[config.mk]
export PLATFORM = sky130hd
export DESIGN_NAME = sbi_init_cmd
export DESIGN_NICKNAME = d
export VERILOG_FILES = /design/src/hw/sbi_cmd_dec.v /design/src/hw/sbi_seq.v /design/src/hw/sbi_init_cmd.v
export VERILOG_INCLUDE_DIRS = /design/src /design/src/hw
export SDC_FILE = /design/constraint.sdc
export NUM_CORES = 1
export LEC_CHECK = 0
export ABC_AREA = 1
export BUFFER_PORTS_ARGS = -buffer_cell sky130_fd_sc_hd__buf_4
export CAP_MARGIN = 0
export CELL_PAD_IN_SITES_DETAIL_PLACEMENT = 1
export CELL_PAD_IN_SITES_GLOBAL_PLACEMENT = 2
export CORE_ASPECT_RATIO = 1.1
export CORE_UTILIZATION = 34
export DETAILED_ROUTE_END_ITERATION = 10
export GPL_TIMING_DRIVEN = 0
export PLACE_DENSITY = 0.94
export SYNTH_ARGS = -nofsm -noshare
export SYNTH_HDL_FRONTEND = slang
export SYNTH_SLANG_ARGS = --single-unit
export TNS_END_PERCENT = 10
[constraint.sdc]
create_clock -name clock -period 5 [get_ports clock]
set_input_delay 0.5 -clock clock [delete_from_list [all_inputs] [get_ports clock]]
set_output_delay 0.5 -clock clock [all_outputs]
set_load 0.01 [all_outputs]
[src/hw/sbi_defs.vh]
// constants for the sensor bus init and command decode block
// assumes a 10 mhz core clock; included by bare name
`ifndef SBI_DEFS_VH
`define SBI_DEFS_VH

// command codes
`define SBI_CMD_INIT 4'h0
`define SBI_CMD_STATUS 4'h1
`define SBI_CMD_ACCEL 4'h2
`define SBI_CMD_ID 4'h4
`define SBI_CMD_CLEAR 4'h7
`define SBI_CMD_NVM 4'h9
`define SBI_CMD_FORMAT 4'ha
`define SBI_CMD_REGRD 4'hb
`define SBI_CMD_ST_OFF 4'hc
`define SBI_CMD_ST_ON 4'hd

// init data byte fields
`define SBI_INIT_OTP_BIT 7
`define SBI_INIT_SW_BIT 6
`define SBI_INIT_PAGE_HI 5
`define SBI_INIT_PAGE_LO 4
`define SBI_INIT_ID_HI 3
`define SBI_INIT_ID_LO 0

// long-only data byte fields
`define SBI_NVM_WR_HI 7
`define SBI_NVM_WR_LO 4
`define SBI_NVM_RD_HI 3
`define SBI_NVM_RD_LO 0
`define SBI_FMT_RW_BIT 7
`define SBI_FMT_SEL_HI 6
`define SBI_FMT_SEL_LO 4
`define SBI_FMT_VAL_HI 3
`define SBI_FMT_VAL_LO 0
`define SBI_REG_ZERO_HI 7
`define SBI_REG_ZERO_LO 4
`define SBI_REG_IDX_HI 3
`define SBI_REG_IDX_LO 0

// reset values
`define SBI_RST_NODE_ID 4'h0
`define SBI_RST_STARTUP 1'b1
`define SBI_RST_SELFTEST 1'b0

// timing, times in us, counts derived at the clock rate
`define SBI_CLK_MHZ 10
`define SBI_T_LINK_INIT_US 100
`define SBI_T_DSP_INIT_US 400
`define SBI_LINK_INIT_CYC (`SBI_T_LINK_INIT_US * `SBI_CLK_MHZ)
`define SBI_DSP_INIT_CYC (`SBI_T_DSP_INIT_US * `SBI_CLK_MHZ)

`endif

[src/hw/sbi_cmd_dec.v]
// command code decoder: implemented codes and permitted frame formats
// assumes the frame fields come from logic on the same clock
`timescale 1ns/10ps
`default_nettype none
`include "sbi_defs.vh"

module sbi_cmd_dec (
   input wire [3:0] cmd,
   input wire is_long,
   input wire is_enh,
   output reg impl,
   output reg fmt_ok
);

   always @* begin
      impl = 1'b1;
      fmt_ok = 1'b0;
      case (cmd)
         `SBI_CMD_INIT: begin
            fmt_ok = is_long & ~is_enh;
         end
         `SBI_CMD_STATUS, `SBI_CMD_ACCEL, `SBI_CMD_ID, `SBI_CMD_CLEAR,
         `SBI_CMD_ST_OFF, `SBI_CMD_ST_ON: begin
            fmt_ok = 1'b1;
         end
         `SBI_CMD_NVM, `SBI_CMD_FORMAT, `SBI_CMD_REGRD: begin
            fmt_ok = is_long;
         end
         default: begin
            impl = 1'b0;
         end
      endcase
   end

endmodule
`default_nettype wire

[src/hw/sbi_seq.v]
// start-up sequencer: fuse mirror, link-ready and dsp-ready delays
// assumes restart is a level from the same clock domain
`timescale 1ns/10ps
`default_nettype none

module sbi_seq #(
   parameter CNT_W = 16,
   parameter [CNT_W-1:0] LINK_CYC = 16'h03e8,
   parameter [CNT_W-1:0] DSP_CYC = 16'h0fa0
) (
   input wire clock,
   input wire resetn,
   input wire restart,
   input wire fuse_done,
   output reg fuse_start_r,
   output reg link_ready_r,
   output reg dsp_ready_r
);

   localparam [3:0] S_FUSE = 4'b0001;
   localparam [3:0] S_LINK = 4'b0010;
   localparam [3:0] S_DSP = 4'b0100;
   localparam [3:0] S_RUN = 4'b1000;

   reg [3:0] state_r;
   reg [CNT_W-1:0] cnt_r;
   reg armed_r;

   // both delays count from the start of the sequence
   always @(posedge clock or negedge resetn) begin
      if (!resetn) begin
         state_r <= S_FUSE;
         cnt_r <= {CNT_W{1'b0}};
         armed_r <= 1'b1;
         fuse_start_r <= 1'b0;
         link_ready_r <= 1'b0;
         dsp_ready_r <= 1'b0;
      end else if (restart) begin
         state_r <= S_FUSE;
         cnt_r <= {CNT_W{1'b0}};
         armed_r <= 1'b1;
         fuse_start_r <= 1'b0;
         link_ready_r <= 1'b0;
         dsp_ready_r <= 1'b0;
      end else begin
         fuse_start_r <= armed_r;
         armed_r <= 1'b0;
         if (cnt_r != {CNT_W{1'b1}})
            cnt_r <= cnt_r + {{(CNT_W-1){1'b0}}, 1'b1};
         case (state_r)
            S_FUSE: begin
               if (fuse_done && !armed_r && !fuse_start_r)
                  state_r <= S_LINK;
            end
            S_LINK: begin
               if (cnt_r >= LINK_CYC) begin
                  state_r <= S_DSP;
                  link_ready_r <= 1'b1;
               end
            end
            S_DSP: begin
               if (cnt_r >= DSP_CYC) begin
                  state_r <= S_RUN;
                  dsp_ready_r <= 1'b1;
               end
            end
            S_RUN: begin
               state_r <= S_RUN;
            end
            default: begin
               state_r <= S_FUSE;
            end
         endcase
      end
   end

endmodule
`default_nettype wire

[src/hw/sbi_init_cmd.v]
// satellite sensor bus node: start-up control and command decode
// assumes a link layer on the same clock that hands over whole frames
// with crc checked, and a fuse mirror engine with start/done handshake
`timescale 1ns/10ps
`default_nettype none
`include "sbi_defs.vh"

module sbi_init_cmd #(
   parameter CNT_W = 16,
   parameter LINK_CYC = `SBI_LINK_INIT_CYC,
   parameter DSP_CYC = `SBI_DSP_INIT_CYC
) (
   input wire clock,
   input wire resetn,
   input wire uv_reset_n,
   input wire fuse_copy_done,
   input wire preprog_valid,
   input wire [3:0] preprog_id,
   input wire frame_start,
   input wire frame_valid,
   input wire frame_long,
   input wire frame_enh,
   input wire frame_crc_ok,
   input wire [3:0] frame_cmd,
   input wire [3:0] frame_addr,
   input wire [7:0] frame_data,
   output reg fuse_copy_start,
   output reg startup_flag,
   output reg selftest_active_flag,
   output reg link_ready,
   output reg accel_valid,
   output reg initialized,
   output reg [3:0] node_id,
   output reg otp_write_permit,
   output reg chain_switch_close,
   output reg [1:0] page_sel,
   output reg resp_valid,
   output reg [3:0] resp_cmd,
   output reg resp_accel_zero,
   output reg resp_accel_invalid,
   output reg nvm_req,
   output reg [3:0] nvm_write_slot,
   output reg [3:0] nvm_read_slot,
   output reg format_req,
   output reg format_write,
   output reg [2:0] format_field_sel,
   output reg [3:0] format_value,
   output reg reg_read_req,
   output reg [3:0] reg_index,
   output reg status_req,
   output reg id_req
);

   // under-voltage pin, two flops before use
   reg uv_meta_r;
   reg uv_sync_r;
   reg clear_go_r;
   wire restart;

   always @(posedge clock or negedge resetn) begin
      if (!resetn) begin
         uv_meta_r <= 1'b1;
         uv_sync_r <= 1'b1;
      end else begin
         uv_meta_r <= uv_reset_n;
         uv_sync_r <= uv_meta_r;
      end
   end

   // clear acts one cycle late so its own frame finishes first
   assign restart = ~uv_sync_r | clear_go_r;

   wire fuse_start_w;
   wire link_ready_w;
   wire dsp_ready_w;

   sbi_seq #(
      .CNT_W(CNT_W),
      .LINK_CYC(LINK_CYC[CNT_W-1:0]),
      .DSP_CYC(DSP_CYC[CNT_W-1:0])
   ) u_seq (
      .clock(clock),
      .resetn(resetn),
      .restart(restart),
      .fuse_done(fuse_copy_done),
      .fuse_start_r(fuse_start_w),
      .link_ready_r(link_ready_w),
      .dsp_ready_r(dsp_ready_w)
   );

   wire impl_w;
   wire fmt_ok_w;

   sbi_cmd_dec u_dec (
      .cmd(frame_cmd),
      .is_long(frame_long),
      .is_enh(frame_enh),
      .impl(impl_w),
      .fmt_ok(fmt_ok_w)
   );

   // a frame counts only once the link side is up and no restart is pending
   wire frame_ok = frame_valid & link_ready_w & ~restart & frame_crc_ok;
   wire cmd_ok = frame_ok & impl_w & fmt_ok_w;
   wire is_init = (frame_cmd == `SBI_CMD_INIT);
   wire [3:0] init_id = frame_data[`SBI_INIT_ID_HI:`SBI_INIT_ID_LO];

   // pre-programmed parts must see their own id twice; blank parts expect address zero
   wire init_addr_ok = preprog_valid ?
      ((frame_addr == preprog_id) && (init_id == preprog_id)) : (frame_addr == 4'h0);
   // a failed address check leaves the node silent and unassigned
   wire take_init = cmd_ok & is_init & ~initialized & init_addr_ok;
   wire take_cmd = cmd_ok & ~is_init & initialized & (frame_addr == node_id);
   wire regrd_ok = (frame_data[`SBI_REG_ZERO_HI:`SBI_REG_ZERO_LO] == 4'h0);

   // answer held back until the next transfer starts
   reg pend_r;
   reg [3:0] pend_cmd_r;
   reg pend_zero_r;
   reg pend_inval_r;
   reg pend_nxt;

   always @* begin
      pend_nxt = 1'b0;
      if (take_init)
         pend_nxt = 1'b1;
      // clear restarts the node, so it never answers
      else if (take_cmd && frame_cmd != `SBI_CMD_CLEAR)
         pend_nxt = (frame_cmd != `SBI_CMD_REGRD) | regrd_ok;
   end

   always @(posedge clock or negedge resetn) begin
      if (!resetn) begin
         pend_r <= 1'b0;
         pend_cmd_r <= 4'h0;
         pend_zero_r <= 1'b0;
         pend_inval_r <= 1'b0;
         resp_valid <= 1'b0;
         resp_cmd <= 4'h0;
         resp_accel_zero <= 1'b0;
         resp_accel_invalid <= 1'b0;
      end else begin
         resp_valid <= 1'b0;
         if (restart) begin
            pend_r <= 1'b0;
         end else begin
            if (frame_start) begin
               resp_valid <= pend_r;
               pend_r <= 1'b0;
               // fields move only with an answer, so they stand until the next one
               if (pend_r) begin
                  resp_cmd <= pend_cmd_r;
                  resp_accel_zero <= pend_zero_r;
                  resp_accel_invalid <= pend_inval_r;
               end
            end
            // a new command after the start of its own transfer wins the slot
            if (pend_nxt) begin
               pend_r <= 1'b1;
               pend_cmd_r <= frame_cmd;
               pend_zero_r <= (frame_cmd == `SBI_CMD_ACCEL) & ~frame_long & ~dsp_ready_w;
               pend_inval_r <= (frame_cmd == `SBI_CMD_ACCEL) & frame_long & ~dsp_ready_w;
            end
         end
      end
   end

   // start-up flags and node configuration
   always @(posedge clock or negedge resetn) begin
      if (!resetn) begin
         startup_flag <= `SBI_RST_STARTUP;
         selftest_active_flag <= `SBI_RST_SELFTEST;
         link_ready <= 1'b0;
         accel_valid <= 1'b0;
         fuse_copy_start <= 1'b0;
         clear_go_r <= 1'b0;
         initialized <= 1'b0;
         node_id <= `SBI_RST_NODE_ID;
         otp_write_permit <= 1'b0;
         chain_switch_close <= 1'b0;
         page_sel <= 2'b00;
      end else begin
         clear_go_r <= 1'b0;
         fuse_copy_start <= fuse_start_w;
         // restart wins over anything taken in the same cycle
         link_ready <= link_ready_w & ~restart;
         accel_valid <= dsp_ready_w & ~restart;
         // startup stays up until the processing side is ready
         startup_flag <= ~dsp_ready_w | restart;
         if (restart) begin
            // clear acts like a reset of the start-up flags and node configuration other than node_id, which keeps its value
            startup_flag <= 1'b1;
            selftest_active_flag <= 1'b0;
            initialized <= 1'b0;
            otp_write_permit <= 1'b0;
            chain_switch_close <= 1'b0;
            page_sel <= 2'b00;
         end else if (take_init) begin
            initialized <= 1'b1;
            node_id <= init_id;
            otp_write_permit <= frame_data[`SBI_INIT_OTP_BIT];
            chain_switch_close <= frame_data[`SBI_INIT_SW_BIT];
            page_sel <= frame_data[`SBI_INIT_PAGE_HI:`SBI_INIT_PAGE_LO];
         end else if (take_cmd) begin
            case (frame_cmd)
               `SBI_CMD_CLEAR: begin
                  clear_go_r <= 1'b1;
               end
               `SBI_CMD_ST_ON: begin
                  // self-test cannot be raised until start-up has finished
                  selftest_active_flag <= dsp_ready_w;
               end
               `SBI_CMD_ST_OFF: begin
                  selftest_active_flag <= 1'b0;
               end
               default: begin
                  selftest_active_flag <= selftest_active_flag & dsp_ready_w;
               end
            endcase
         end else if (!dsp_ready_w) begin
            // self-test is held off for the whole start-up
            selftest_active_flag <= 1'b0;
         end
      end
   end

   // one-cycle requests to the rest of the node, all done in one cycle
   always @(posedge clock or negedge resetn) begin
      if (!resetn) begin
         nvm_req <= 1'b0;
         nvm_write_slot <= 4'h0;
         nvm_read_slot <= 4'h0;
         format_req <= 1'b0;
         format_write <= 1'b0;
         format_field_sel <= 3'b000;
         format_value <= 4'h0;
         reg_read_req <= 1'b0;
         reg_index <= 4'h0;
         status_req <= 1'b0;
         id_req <= 1'b0;
      end else begin
         nvm_req <= 1'b0;
         format_req <= 1'b0;
         reg_read_req <= 1'b0;
         status_req <= 1'b0;
         id_req <= 1'b0;
         // data fields are kept so the far side may read them late
         if (take_cmd) begin
            case (frame_cmd)
               `SBI_CMD_NVM: begin
                  nvm_req <= 1'b1;
                  nvm_write_slot <= frame_data[`SBI_NVM_WR_HI:`SBI_NVM_WR_LO];
                  nvm_read_slot <= frame_data[`SBI_NVM_RD_HI:`SBI_NVM_RD_LO];
               end
               `SBI_CMD_FORMAT: begin
                  format_req <= 1'b1;
                  format_write <= frame_data[`SBI_FMT_RW_BIT];
                  format_field_sel <= frame_data[`SBI_FMT_SEL_HI:`SBI_FMT_SEL_LO];
                  format_value <= frame_data[`SBI_FMT_VAL_HI:`SBI_FMT_VAL_LO];
               end
               `SBI_CMD_REGRD: begin
                  // a non-zero upper nibble is an illegal frame, so drop it
                  reg_read_req <= regrd_ok;
                  if (regrd_ok) begin
                     reg_index <= frame_data[`SBI_REG_IDX_HI:`SBI_REG_IDX_LO];
                  end
               end
               `SBI_CMD_STATUS: begin
                  status_req <= 1'b1;
               end
               `SBI_CMD_ID: begin
                  id_req <= 1'b1;
               end
               default: begin
                  id_req <= 1'b0;
               end
            endcase
         end
      end
   end

endmodule
`default_nettype wire

== Word-level counts from Yosys, hierarchy flattened ==
Index checks and enable logic that the tools add are counted.
Word-level totals
  flip-flop bits (word level): 80
  output and inout bits: 46
Cells by class
  bitwise operators: 29
  $lt $le $gt $ge: 2
  add/sub/neg operators: 1
  muxes and demuxes: 53
  reductions and logical operators: 29
  eq/ne operators: 25
Operators with widths (number)
  $mux W1: 42
  $mux W16: 2
  $eq A4 B4 Y1 const B: 6
  $and A1 B1 Y1: 19
  $add A16 B1 Y16 const B: 1
  $ge A16 B10 Y1 const B: 1
  $ge A16 B12 Y1 const B: 1
  $mux W4: 4
  $ne A16 B16 Y1 const B: 1
  $pmux W4 S4: 1
  $eq A4 B3 Y1 const B: 3
  $eq A4 B4 Y1: 3
  $logic_not A4 Y1: 3
  $reduce_and A2 Y1: 6
  $reduce_and A3 Y1: 4
  $reduce_bool A2 Y1: 6
  $reduce_or A10 Y1: 1
  $ne A3 B2 Y1 const B: 3
  $eq A4 B1 Y1 const B: 2
  $eq A4 B2 Y1 const B: 2
  $not A1 Y1: 7
  $ne A3 B3 Y1 const B: 2
  $pmux W1 S3: 2
  $reduce_or A6 Y1: 1
  9 further kinds: 16

== Longest topological paths before layout ==
  word-level depth: 15
  mapped depth: 13
  mapped depth without buffers: 13

== Cells and area by module ==
Synthesis repeated with hierarchy kept, for this count alone.
Second synthesis, totals
  cell total of the unflattened synthesis: 509
  area total of the unflattened synthesis: 4073.9 um2
By module, submodules not included
  sbi_init_cmd: times used 1, area an instance 2534.9 um2, cells an instance 289
  sbi_seq: times used 1, area an instance 1430.1 um2, cells an instance 195
  sbi_cmd_dec: times used 1, area an instance 108.9 um2, cells an instance 25

== Worst setup path after synthesis ==
OpenSTA, ideal clock, no wires.
  path kind: input -> register
  start point: input frame_cmd[2]
  end point: register nvm_read_slot[0]
  arrival: 1.663 ns
  stages: 12
  required time: 4.878 ns
  slack: 3.215 ns
  library setup time: 0.122 ns
  path through: buf_2 nor2_2 nand3_1 nand2_1 nand2_1 clkinv_1 nor2_2 nor2_8 nand2_4 buf_6 o21ai_1 nand2_1
Between the ends
  cells in the longest elaborated chain, start to end: 9
  elaborated cells between the ends (all ways): 22
  classes of those cells: eq/ne (9); mux (2); bitwise (6); reduce/logical (5)
Ends and longest elaborated chain
  start, declared: line sbi_init_cmd.v:24  | input wire [3:0] frame_cmd,
  $eq A4 B2 Y1, or another cell as far along: line sbi_cmd_dec.v:18  | case (cmd)
  $reduce_or A10 Y1 (no line)
  $mux W1: line sbi_cmd_dec.v:18
  $and A1 B1 Y1 (2 in a row): line sbi_init_cmd.v:104  | wire cmd_ok = frame_ok & impl_w & fmt_ok_w;
  $and A1 B1 Y1 (3 in a row): line sbi_init_cmd.v:113  | wire take_cmd = cmd_ok & ~is_init & initialized & (frame_addr == node_id);
  $reduce_and A2 Y1 (no line) *
  end signal, assigned: line sbi_init_cmd.v:253  | nvm_read_slot <= frame_data[`SBI_NVM_RD_HI:`SBI_NVM_RD_LO];
  end, declared: line sbi_init_cmd.v:43  | output reg [3:0] nvm_read_slot,
Mark *: on every way between the ends. The rest lies on a longest branch, timed or not.
A chain may end at the register's enable or synchronous reset.

== Final worst setup path ==
  start point: register uv_sync_r
  end point: register pend_zero_r
Between the ends
  cells in the longest elaborated chain, start to end: 14
  elaborated cells between the ends (all ways): 17
  classes of those cells: mux (2); bitwise (13); reduce/logical (2)
Ends and longest elaborated chain
  start, declared: line sbi_init_cmd.v:56  | reg uv_sync_r;
  start signal, assigned: line sbi_init_cmd.v:66  | uv_sync_r <= uv_meta_r;
  $not A1 Y1 *: line sbi_init_cmd.v:71  | assign restart = ~uv_sync_r | clear_go_r;
  $or A1 B1 Y1 *: line sbi_init_cmd.v:71
  $not A1 Y1 (no line) *
  $and A1 B1 Y1 (2 in a row): line sbi_init_cmd.v:103  | wire frame_ok = frame_valid & link_ready_w & ~restart & frame_crc_ok;
  $and A1 B1 Y1 (2 in a row): line sbi_init_cmd.v:104
  $and A1 B1 Y1 (3 in a row): line sbi_init_cmd.v:113
  $logic_and A1 B1 Y1 (no line)
  $mux W1: line sbi_init_cmd.v:128  | else if (take_cmd && frame_cmd != `SBI_CMD_CLEAR)
  $mux W1: line sbi_init_cmd.v:125  | if (take_init)
  $reduce_and A2 Y1 (no line) *
  end signal, assigned: line sbi_init_cmd.v:161  | pend_zero_r <= (frame_cmd == `SBI_CMD_ACCEL) & ~frame_long & ~dsp_ready_w;
  end, declared: line sbi_init_cmd.v:119  | reg pend_zero_r;
Marks and branches as above.

==> summary.md <==
Entering global routing, the biggest net connects 81 pins. For the worst setup path, the data arrival time is 2400 ps. In this run, post-CTS repair resized a total of 0 instances. The number of storage elements in the synthesis netlist is 80. The wire-length estimate of the detail-placed layout is 8170 um. STA classifies the critical path endpoint as a register. In the final timing run, aggregate negative setup slack is 0 ps. Yosys printed 0 warnings. At the pin with the least slew margin, the transition time is 1030 ps. Cells with a size suffix above 1 make up 20.0% of the layout.

The max-slew violation count was 0. Of all nets on the critical path, the largest fanout is 8. Hold is met by 263 ps.

After floorplanning, the core was divided into 40 placement rows. The total via count after detailed routing is 3510, and the maximum buffer depth of the clock tree is 2. By startpoint and endpoint, the worst setup path is classified as register to register. The root buffer cell was clkbuf_16. After routing the design area is 0.00488 mm2. For the number of nets at the end of the flow, the log shows 602. Dividing the detail-routed via count by the number of cells gives 4.86. The wire length of the first global-routing pass came out at 18900 um.

The tools report the startpoint kind of the worst setup timing path as a register. The tools report the maximum VDD drop as 0.137 mV. The cell accounting for the most synthesized area was dfrtp_1.

For the worst setup path, the data required time is 5270 ps. Buffers inserted to repair hold after CTS numbered 0. The tool flagged a number of max-cap violations equal to 0. The flow ran to the end, and the final reports show no timing, DRC or antenna violations. When the netlist entered floorplanning its net count stood at 518. The fraction of synthesis flops using an asynchronous set or reset pin came out at 100%. The setup fix buffers added after clock tree synthesis is 0, and the die height is 113 um.

The area share of the largest cell type after synthesis works out to 48.9%. Counting distinct cell types in the post-synthesis netlist gives 31. The areal power density over the cells is 298 mW/mm2.

After filler insertion, the fill cell instance count of the layout stands at 1363. Setup repair after global routing left no endpoint under its margin. The design draws 1.45 mW. The floorplan step set the die width to 103 um. The repair_antennas step left the layout with diodes totalling 0. Cells fill 44.5% of the core in the end. The logs give 76 for the top-level port count and 31.5% for the worst slew slack as a fraction of its limit.

The critical path goes through inv_1 -> nor2_4 -> inv_2 -> nor2_2 -> nand3_1 -> nor2_8 -> nand3_2 -> nand2_1 -> nand2_1 -> nand2_1. The starting utilization of the core area was 35.0%. In this run, synthesis inferred 0 flip-flops with an integrated enable. Summing all placed instances gives a cell area of 0.00457 mm2. In this run the mean area of a mapped cell was 7.89 um2.

The worst path in the final design needs a cycle of 2120 ps, including I/O delays and setup. The H-tree was split into 3 levels. The number of clock buffers added by TritonCTS is 9. The core region is 0.0110 mm2. On the worst path, the slowest cell contributes a delay of 510 ps. The min-delay analysis places its worst path in the category input port to register. Sequential elements use 52.3% of the synthesized area. The number of port buffers was 73.

TritonCTS built the clock tree. Counting instances in the post-synthesis netlist gives the leading cell types as nand2_1 (154), dfrtp_1 (75), inv_1 (59). The tools report the total global routing overflow as 0. From synthesis to final layout, the design area changed by 27.1%. Before antenna repair, the detailed router went through 4 iterations.

The run gives 9.91 ps as the final clock skew. The run gives 0 as the number of routed nets with antenna violations. The critical path's most frequent cell was nand2_1.

The cell type of the slowest stage on the worst timing path was dfstp_2. After synthesis the cells add up to 0.00384 mm2. The initial antenna violation count is 0, and the post-route DRC violation count is 0. The die covers 0.0117 mm2.

Dividing the final minimum period by the clock period gives 42.4%. The clock transition at the registers of the reported paths is 60 ps. Routability-driven placement finished with a final weighted congestion of 0.862. Yosys instantiated no cell more often than nand2_1. For this design, the sink count on the clock tree is 80. The latest clock arrival within the worst-skew pair is 340 ps. In the final routed layout, each cell accounts on average for 15.1 um.

The global-route total usage across every layer is 21.0%. Counting every instance in the synthesized netlist gives 486. The top flip-flop cell by instance count after synthesis is dfrtp_1. The number of global-route vias before repair was 3912; the final-report hold violation count was 0. The standby leakage power is 2.70 nW, and the highest achievable clock rate is 0.471 GHz. Ranked by total cell area, the synthesized netlist is headed by dfrtp_1 (49%), nand2_1 (15%), inv_1 (5.8%). After the first detailed-routing iteration, the DRC count stood at 103. The final setup violation count is 0. Summed over all layers, the routed wires come to 10900 um.
[path summary, 6_finish.rpt]
path | from | endpoint | slack (ps) | cells past startpoint
setup / recovery | uv_sync_r$_DFF_PN1_ | pend_zero_r$_DFFE_PN0P_ | 2880 | 10
hold / removal | uv_reset_n | uv_meta_r$_DFF_PN1_ | 260 | 1
setup reg to reg | uv_sync_r$_DFF_PN1_ | pend_zero_r$_DFFE_PN0P_ | 2880 | 10
hold reg to reg | uv_meta_r$_DFF_PN1_ | uv_sync_r$_DFF_PN1_ | 370 | 0
max in group asynchronous | resetn | node_id[2]$_DFFE_PN0P_ | 4010 | 1
min in group asynchronous | resetn | resp_accel_zero$_DFFE_PN0P_ | 340 | 1
[logic make-up after synthesis]
logic type / count (synthesis) / share of synthesized area, %
DFF: 80 / 52.3
adders and majority gates: 2 / 0.652
and+or+nand+nor: 273 / 31.2
xor gates and xnor gates: 1 / 0.228
buffers and inverters: 72 / 7.70
AOI/OAI and AO/OA: 58 / 7.89
[worst max-delay path, delay by kind of cell (launching register included)]
kind / cells / cell delay (ps)
and+or+nand+nor: 8 / 1390
buffers and inverters: 2 / 150
DFF: 1 / 510
[per-layer routing]
metal / track usage (%) / vias up / wire (um)
li1: - / 1722 / -
met1: 24.7 / 1714 / 4680
met2: 37.4 / 65 / 5620
met3: 5.39 / 9 / 512
met4: 5.63 / 0 / 108
met5: 0 / - / 0
[state kept, by name, summed over array words and instances (netlist names), 2 cells and up]
name and cells:
u_seq.cnt_r 16, format_value 4, node_id 4, nvm_read_slot 4, nvm_write_slot 4, pend_cmd_r 4, reg_index 4, resp_cmd 4
u_seq.state_r 4, format_field_sel 3, page_sel 2
[area by class of cell]
| type | count | area, um2 | share of cell area [%] |
|---|---|---|---|
| buffer | 9 | 58.8 | 1.21 |
| clock buffer | 9 | 225 | 4.62 |
| clock inverter | 7 | 83.8 | 1.72 |
| inverter | 63 | 236 | 4.85 |
| multi-input combinational | 334 | 1530 | 31.4 |
| sequential | 80 | 2010 | 41.2 |
| tap | 147 | 184 | 3.77 |
| timing repair buffer | 73 | 548 | 11.2 |
[cells in the final DEF (no fill, tap or decap), types with 4 or more instances in the layout]
cell / netlist / layout
o21ai_0: 19 / 19
a21oi_1: 10 / 10
o21ai_1: 24 / 24
nand2_1: 154 / 154
inv_1: 59 / 59
dfrtp_1: 75 / 75
buf_4: 2 / 75
clkbuf_16: 0 / 9
nor3_1: 7 / 7
nor2_2: 4 / 4
nor2_4: 4 / 4
nand3_1: 39 / 39
nand4_1: 13 / 13
nor2_1: 45 / 45
dfstp_2: 5 / 5
[metrics by stage]
| stage | worst slack [ps] | instances |
|---|---|---|
| floorplan | 3220 | 486 |
| global placement | 2940 | 706 |
| detailed placement | 2870 | 706 |
| CTS | 2820 | 722 |
| global route | 2560 | 722 |
| finish | 2880 | 722 |
[report_power, final]
group | switching (mW) | leakage [nW] | internal [mW]
clock | 0.291 | 0.149 | 0.397
combinational | 0.0680 | 1.46 | 0.0331
sequential | 0.00530 | 1.10 | 0.658
total | 0.364 | 2.70 | 1.09
(Power assumes the default switching activity.)
